<file path="src/rtc_cal_map.svh">
// register offsets, field positions, reset values and counts of the calibration block
// Overview of operation
// - crystal selected: correct at 16.384 kHz stage
// - normal mode: offset steps per 32 seconds
// - coarse mode: offset steps per 16 seconds
// - crystal offset is signed, -64 to +63
// - extended field slows by 122 ppm each
// - crystal corrections spread evenly over period
// - crystal correction exact each period
// - rc selected: correct at 64 Hz stage
// - rc range 00: 8,192 second period
// - rc range 01: 4,096 second period
// - rc range 10: 2,048 second period
// - rc range 11: 1,024 second period
// - rc offset is signed, -8,192 to +8,191
// - rc corrections spread evenly over period
`ifndef RTC_CAL_MAP_SVH
`define RTC_CAL_MAP_SVH
`define CAL_XT_OFS        12'h000
`define CAL_RC_OFS        12'h004
`define CAL_STAT_OFS      12'h008
`define CAL_SEC_OFS       12'h00C
`define CAL_XT_OFF_LSB    0
`define CAL_XT_COARSE_BIT 7
`define CAL_XT_EXT_LSB    8
`define CAL_OSC_SEL_BIT   16
`define CAL_RC_OFF_LSB    0
`define CAL_RC_RANGE_LSB  14
`define CAL_XT_RESET      32'h0000_0000
`define CAL_RC_RESET      32'h0000_0000
`define CAL_XT_STAGE_HZ   16384
`define CAL_RC_STAGE_HZ   64
`define CAL_XT_PERIOD_S   32
`define CAL_RC_PERIOD_S   8192
`define CAL_EXT_STEPS     64
`endif

</file>
<file path="src/rtc_cal_pkg.sv">
// types of the calibration block
package rtc_cal_pkg;
	typedef struct packed {
		logic        oscillatorSelect;
		logic [1:0]  rcCalRange;
		logic [13:0] rcCalOffset;
		logic [1:0]  xtalExtendedSlowdown;
		logic        xtalCoarseMode;
		logic [6:0]  xtalCalOffset;
	} cal_cfg_t;
	typedef enum logic [0:0] {
		PH_EVEN  = 1'b0,
		PH_STAGE = 1'b1
	} phase_t;
endpackage : rtc_cal_pkg

</file>
<file path="src/rtc_digital_calibration.sv">
// calibrated divider stage for crystal or rc oscillator, with apb registers
//
// Design decisions made here: the address map and the APB register port.
`timescale 1ns/1ps
`include "rtc_cal_map.svh"
module rtc_digital_calibration #(
	parameter int ADDR_W = 12,
	parameter int ACC_W  = 19
) (
	input  wire logic              clk_sys,
	input  wire logic              rst_n,
	input  wire logic              xtalTick,
	input  wire logic              rcTick,
	input  wire logic              psel,
	input  wire logic              penable,
	input  wire logic              pwrite,
	input  wire logic [ADDR_W-1:0] paddr,
	input  wire logic [31:0]       pwdata,
	output logic                   pready,
	output logic [31:0]            prdata,
	output logic                   pslverr,
	output logic                   stageTick,
	output logic                   secondTick,
	output rtc_cal_pkg::cal_cfg_t  calCfg
);
	import rtc_cal_pkg::*;

	// both periods hold 2^ACC_W stage pulses, so ACC_W stays at 19
	localparam logic [ADDR_W-1:0] A_XT   = ADDR_W'(`CAL_XT_OFS);
	localparam logic [ADDR_W-1:0] A_RC   = ADDR_W'(`CAL_RC_OFS);
	localparam logic [ADDR_W-1:0] A_STAT = ADDR_W'(`CAL_STAT_OFS);
	localparam logic [ADDR_W-1:0] A_SEC  = ADDR_W'(`CAL_SEC_OFS);
	localparam logic [13:0] XT_SEC_M1 = 14'(`CAL_XT_STAGE_HZ - 1);
	localparam logic [13:0] RC_SEC_M1 = 14'(`CAL_RC_STAGE_HZ - 1);

	// register state
	cal_cfg_t    cfg_q;
	cal_cfg_t    cfg_d;
	logic        pready_q;
	logic        pready_d;
	logic [31:0] prdata_q;
	logic [31:0] prdata_d;
	logic        pslverr_q;
	logic        pslverr_d;
	// divider state
	phase_t      phase_q;
	phase_t      phase_d;
	logic [ACC_W-1:0] acc_q;
	logic [ACC_W-1:0] acc_d;
	logic        addPend_q;
	logic        addPend_d;
	logic        stage_q;
	logic        stage_d;
	logic [13:0] subCnt_q;
	logic [13:0] subCnt_d;
	logic        sec_q;
	logic        sec_d;
	logic [15:0] secCnt_q;
	logic [15:0] secCnt_d;
	logic        selPrev_q;
	logic        selPrev_d;

	// combinational helpers
	logic        access;
	logic        commit;
	logic        srcTick;
	logic signed [19:0] xtEff;
	logic signed [19:0] rcEff;
	logic signed [19:0] eff;
	logic [19:0] mag;
	logic [ACC_W:0] sum;
	logic        carry;
	logic        stageEvt;

	assign access = psel & penable;
	assign commit = access & pready_q;

	// apb slave: one wait state, read data registered as pready rises, write at the edge that ends the pready cycle
	always_comb begin
		cfg_d     = cfg_q;
		pready_d  = access & ~pready_q;
		prdata_d  = prdata_q;
		pslverr_d = 1'b0;
		if (access && !pready_q) begin
			prdata_d  = 32'h0000_0000;
			if (paddr == A_XT) begin
				prdata_d[`CAL_XT_OFF_LSB +: 7]  = cfg_q.xtalCalOffset;
				prdata_d[`CAL_XT_COARSE_BIT]    = cfg_q.xtalCoarseMode;
				prdata_d[`CAL_XT_EXT_LSB +: 2]  = cfg_q.xtalExtendedSlowdown;
				prdata_d[`CAL_OSC_SEL_BIT]      = cfg_q.oscillatorSelect;
			end else if (paddr == A_RC) begin
				prdata_d[`CAL_RC_OFF_LSB +: 14]  = cfg_q.rcCalOffset;
				prdata_d[`CAL_RC_RANGE_LSB +: 2] = cfg_q.rcCalRange;
			end else if (paddr == A_STAT) begin
				prdata_d[ACC_W-1:0] = acc_q;
				prdata_d[24]        = addPend_q;
				prdata_d[25]        = phase_q;
				prdata_d[26]        = cfg_q.oscillatorSelect;
			end else if (paddr == A_SEC) begin
				prdata_d[15:0] = secCnt_q;
			end else begin
				pslverr_d = 1'b1;
			end
		end else if (commit) begin
			pslverr_d = pslverr_q;
		end
		if (commit && pwrite) begin
			if (paddr == A_XT) begin
				cfg_d.xtalCalOffset        = pwdata[`CAL_XT_OFF_LSB +: 7];
				cfg_d.xtalCoarseMode       = pwdata[`CAL_XT_COARSE_BIT];
				cfg_d.xtalExtendedSlowdown = pwdata[`CAL_XT_EXT_LSB +: 2];
				cfg_d.oscillatorSelect     = pwdata[`CAL_OSC_SEL_BIT];
			end else if (paddr == A_RC) begin
				cfg_d.rcCalOffset = pwdata[`CAL_RC_OFF_LSB +: 14];
				cfg_d.rcCalRange  = pwdata[`CAL_RC_RANGE_LSB +: 2];
			end
		end
	end

	always_ff @(posedge clk_sys) begin
		if (!rst_n) begin
			cfg_q     <= cal_cfg_t'(`CAL_XT_RESET);
			pready_q  <= 1'b0;
			prdata_q  <= 32'h0000_0000;
			pslverr_q <= 1'b0;
		end else begin
			cfg_q     <= cfg_d;
			pready_q  <= pready_d;
			prdata_q  <= prdata_d;
			pslverr_q <= pslverr_d;
		end
	end

	// effective correction, counted in stage pulses per 2^19-pulse span
	always_comb begin
		// signed offset, scaled for the shorter coarse period
		xtEff = 20'(signed'(cfg_q.xtalCalOffset));
		if (cfg_q.xtalCoarseMode) begin
			xtEff = xtEff <<< 1;
		end
		// 64 steps of 1.907 ppm make 122 ppm of slowdown
		xtEff = xtEff - 20'(`CAL_EXT_STEPS) * 20'(cfg_q.xtalExtendedSlowdown);
		// range r shortens the period by 2^r
		rcEff = 20'(signed'(cfg_q.rcCalOffset)) <<< cfg_q.rcCalRange;
		// selected oscillator picks the stage and its correction
		eff = cfg_q.oscillatorSelect ? rcEff : xtEff;
		mag = eff[19] ? 20'(-eff) : 20'(eff);
	end

	assign srcTick  = cfg_q.oscillatorSelect ? rcTick : xtalTick;
	assign stageEvt = srcTick & (phase_q == PH_STAGE);
	// accumulator overflow spreads the corrections evenly
	assign sum      = {1'b0, acc_q} + (ACC_W+1)'(mag);
	assign carry    = sum[ACC_W];

	// stage divider with gating and added pulses
	always_comb begin
		phase_d   = phase_q;
		acc_d     = acc_q;
		addPend_d = addPend_q;
		stage_d   = 1'b0;
		if (srcTick) begin
			phase_d = (phase_q == PH_STAGE) ? PH_EVEN : PH_STAGE;
		end
		if (stageEvt) begin
			// span of 2^19 pulses returns the sum to its start value: exact per period
			acc_d   = sum[ACC_W-1:0];
			// with zero correction no carry ever occurs
			stage_d = ~(carry & eff[19]);
			if (carry && !eff[19]) begin
				addPend_d = 1'b1;
			end
		end else if (srcTick && addPend_q) begin
			// extra pulse from the oscillator rate between two stage pulses
			stage_d   = 1'b1;
			addPend_d = 1'b0;
		end
		if (cfg_q.oscillatorSelect != selPrev_q) begin
			acc_d     = '0;
			addPend_d = 1'b0;
			phase_d   = PH_EVEN;
		end
	end

	// seconds from the corrected stage
	always_comb begin
		subCnt_d  = subCnt_q;
		sec_d     = 1'b0;
		secCnt_d  = secCnt_q;
		selPrev_d = cfg_q.oscillatorSelect;
		if (stage_q) begin
			if (subCnt_q == (selPrev_q ? RC_SEC_M1 : XT_SEC_M1)) begin
				subCnt_d = '0;
				sec_d    = 1'b1;
				secCnt_d = secCnt_q + 16'h0001;
			end else begin
				subCnt_d = subCnt_q + 14'h0001;
			end
		end
		if (cfg_q.oscillatorSelect != selPrev_q) begin
			subCnt_d = '0;
		end
	end

	always_ff @(posedge clk_sys) begin
		if (!rst_n) begin
			phase_q   <= PH_EVEN;
			acc_q     <= '0;
			addPend_q <= 1'b0;
			stage_q   <= 1'b0;
			subCnt_q  <= 14'h0000;
			sec_q     <= 1'b0;
			secCnt_q  <= 16'h0000;
			selPrev_q <= 1'b0;
		end else begin
			phase_q   <= phase_d;
			acc_q     <= acc_d;
			addPend_q <= addPend_d;
			stage_q   <= stage_d;
			subCnt_q  <= subCnt_d;
			sec_q     <= sec_d;
			secCnt_q  <= secCnt_d;
			selPrev_q <= selPrev_d;
		end
	end

	assign pready     = pready_q;
	assign prdata     = prdata_q;
	assign pslverr    = pslverr_q;
	assign stageTick  = stage_q;
	assign secondTick = sec_q;
	assign calCfg     = cfg_q;
endmodule : rtc_digital_calibration

</file>
<file path="config.mk">
export PLATFORM = sky130hd
export DESIGN_NAME = rtc_digital_calibration
export DESIGN_NICKNAME = d
export VERILOG_FILES = /design/src/rtc_cal_pkg.sv /design/src/rtc_digital_calibration.sv
export VERILOG_INCLUDE_DIRS = /design/src /design/src/src
export SDC_FILE = /design/constraint.sdc
export NUM_CORES = 1
export LEC_CHECK = 0
export BUFFER_PORTS_ARGS = -buffer_cell sky130_fd_sc_hd__buf_2
export CORE_ASPECT_RATIO = 1.2
export CORE_MARGIN = 3
export CORE_UTILIZATION = 35
export DETAILED_ROUTE_END_ITERATION = 8
export PLACE_DENSITY = 0.52
export SETUP_SLACK_MARGIN = 0.05
export SYNTH_ARGS = -nofsm -noshare
export SYNTH_HDL_FRONTEND = slang
export SYNTH_SLANG_ARGS = --single-unit
</file>
<file path="constraint.sdc">
create_clock -name clk_sys -period 4.9 [get_ports clk_sys]
set_clock_uncertainty 0.2 [all_clocks]
set_input_delay 0.49 -clock clk_sys [delete_from_list [all_inputs] [get_ports clk_sys]]
set_output_delay 0.49 -clock clk_sys [all_outputs]
set_load 0.01 [all_outputs]
</file>
==> reports/results.txt <==
Sw Ratio - 0.2469
FF+latch area - 2107 µm²
Final HPWL DP - 15170 µm
Overflow after GRT - 0
Peak VDD IR - 0.1579 mV
Cell Area, Synth - 6698 µm²
DRC - 0
global-route wire length before repair - 31370 µm
worst-case reg-to-reg path depth - 18
total routed wirelength - 19960 µm
Initial Util - 0.3618
FMAX - 0.2187 GHz
mean routed wirelength per cell - 17.51 µm
GRT Resource Usage Total - 0.1914
Synth cell types - 71
Worst setup endpoint - stageTick
yosys warns - 0
# port buffers - 88
HP Start - pwdata[12]
crit path DAT - 4660 ps
Seq/Total Area, Yosys - 0.3138
P_leak - 3.433 nW
worst-margin pin slew - 845.4 ps
Die Y - 157.5 µm
initial antenna violation count - 0
Synth area leaders - dfxtp_1 (31%), nor2_1 (7.3%), mux2i_1 (6.9%), ha_1 (5.8%), mux4_2 (4.4%)
first drt pass iteration count - 5
diode count - 0
Post-DRT Antenna Nets - 0
Area growth syn-to-layout - 16.48%
Row Count - 54
area leader, netlist - dfxtp_1
Final Max Slew Viols - 0
syn_area_per_cell - 8.414 µm²
CTS buffer count - 9
Post-Layout Cell Count - 1140
Top FF cell, synth - dfxtp_1
RSZ-0062 raised after global routing - false
critical path type - flop to flop
Post-synth EDFFs - 0
CP required - 4990 ps
Hold Path Class - input port to flop
synth cell count leaders - nor2_1 (131), dfxtp_1 (105), a21oi_1 (58)
largest net degree at the start of global routing - 52
Nets - 966
clock buffer depth - 2
vias in the first global route - 5741
Filler Cell Count - 1955
Reg-to-Reg Start - calCfg[6]
Clock Root Buffer - clkbuf_16
most frequent cell after synthesis - nor2_1
Hold Buf Count CTS - 0
Pint - 0.001291 W
R2R setup slack - 330 ps
CTS Sinks - 105
CTS clk-pin slew, worst paths - 80 ps
Async SR Flop Fraction - 0
core area - 18510 µm²
Synth Register Bits - 105
CTS H-tree lvls - 3
Skew-Pair Late Insertion Delay - 360 ps
pwr dens - 219.7 nW/µm²
Net Sw Power - 0.0004232 W
DRT iter0 DRCs - 335
Setup TNS - 0 ps
DIE AREA - 20840 µm²
Cells after DPL - 1121
CP Launch Type - flop
capture point of the worst reg-to-reg path - stageTick
CP Launch Point - calCfg[6]
Ports - 114
final clock period utilization by the worst path - 0.9330
CTS tree - built
outcome - complete, no violations
Final GP Congestion - 0.8816
number of max-cap violations - 0
cells after synthesis - 796
area of the multi-input gates - 4333 µm²
Slew headroom - 0.4284
Reg power frac - 0.502
routed vias - 6015
crit end category - flop
combinational share of power - 0.044
Final min period - 4572 ps
clock power share - 0.454
layout cells sized above 1 - 0.1926
routed vias/inst - 5.276
CP Max Fanout - 8
Final Hold Vio Count - 0
top-area cell type share of the netlist area - 0.3138
# setup viols final - 0
chip width - 132.3 µm
-- layer usage --
metal,vias to the layer above,track usage,wire [µm]
met5,-,0,0
met4,0,0.07228,497
met3,23,0.02430,710
met2,129,0.3220,9482
met1,2858,0.2531,9269
li1,3005,-,-
-- layout make-up --
type,instances,share of cell area
Tap cell,252,0.04042
Clock buffer,10,0.02935
Timing Repair Buffer,112,0.08115
Multi-Input combinational cell,629,0.5554
Clock inverter,6,0.01107
Inverter,26,0.01251
Sequential cell,105,0.2701
-- cells by family after synthesis --
kind of cell,Yosys count,share of synthesized area
DFF,105,0.3138
AOI/OAI and AO/OA,166,0.1582
other,1,0.0005599
and+or+nand+nor,302,0.2178
buffers and inverters,71,0.04876
adders and majority gates,32,0.06090
muxes,71,0.1371
xor gates and xnor gates,48,0.06277
-- cell usage in the layout (no fill, tap or decap), drive strengths merged, types with 4 or more instances in the layout --
cell    count
o21a        6
a211oi     11
mux4       15
o21ai      30
buf       112
nand3      14
and2        8
and3        7
nand2b     14
nand4      10
a22oi      12
mux2i      46
nor3       22
mux2       10
a21boi      4
nand2      48
nor3b      11
xor2       18
o31ai       4
nor2      131
ha         31
clkbuf     10
a21o        6
o211ai      5
or4         4
nor2b       9
a31oi       7
dfxtp     105
nor4        6
inv        28
or3         7
xnor2      30
conb       10
a21oi      58
-- sequential cells by signal, summed over array words and instances (netlist names) --
| signal | cells |
|---|---|
| selPrev_q | 1 |
| acc_q | 19 |
| secCnt_q | 16 |
| selPrev_d | 1 |
| calCfg | 26 |
| stageTick | 1 |
| prdata | 22 |
| pready | 1 |
| subCnt_q | 14 |
| secondTick | 1 |
| addPend_q | 1 |
| pslverr | 1 |
| phase_q | 1 |
-- worst max-delay path: stages (launching register included) --
cell       delay (ps)
dfxtp_4           400
inv_1             110
ha_1              340
o21bai_1          160
ha_2              290
o2bb2ai_1         150
nor4_2            290
nand3_2           140
nand2b_4          180
o21ai_1           160
xor2_1             90
ha_1              370
o2111a_1          220
nand4_1           250
nand4_1           200
a2111oi_0         110
buf_4             150
or4_1             470
a41oi_1           210
-- timing repair --
action | 4_1_cts | 5_1_grt
endpoints found under the hold margin | 0 | 0
endpoints found under the setup margin | 0 | 6
buffers inserted | 0 | 3
gates resized for setup | 0 | 10
-- worst min path at each step --
stage                       to  slack [ps]  cells past startpoint
floorplan             acc_q[6]         250                      2
CTS                 calCfg[22]         150                      3
global route         selPrev_d         170                      3
finish              calCfg[22]         160                      3
global placement    prdata[10]         260                      2
detailed placement  prdata[15]         270                      2
-- power groups by stage --
| stage | clock, W | sequential (W) | combinational (W) |
|---|---|---|---|
| floorplan | 0 | 0.000879 | 0.0000517 |
| global placement | 0 | 0.000881 | 0.0000759 |
| detailed placement | 0 | 0.000881 | 0.0000759 |
| CTS | 0.000798 | 0.000861 | 0.0000761 |
| global route | 0.000831 | 0.000861 | 0.0000840 |
| finish | 0.000778 | 0.000860 | 0.0000757 |
-- per-stage QoR --
stage | setup WS (ps) | utilization | hold slack, ps | power, W | instance area, µm²
2_1_floorplan | 397.6 | - | 246.2 | 0.0009311 | 6731
3_3_place_gp | 229.2 | 0.4013 | 263.8 | 0.0009571 | 7428
3_5_place_dp | 171.4 | 0.4013 | 273.3 | 0.0009570 | 7428
4_1_cts | 107.8 | 0.4183 | 151.5 | 0.001735 | 7744
5_1_grt | 47.96 | 0.4214 | 167.1 | 0.001776 | 7801
6_report | 328.3 | 0.4214 | 157.1 | 0.001714 | 7801
(Power assumes the default switching activity.)
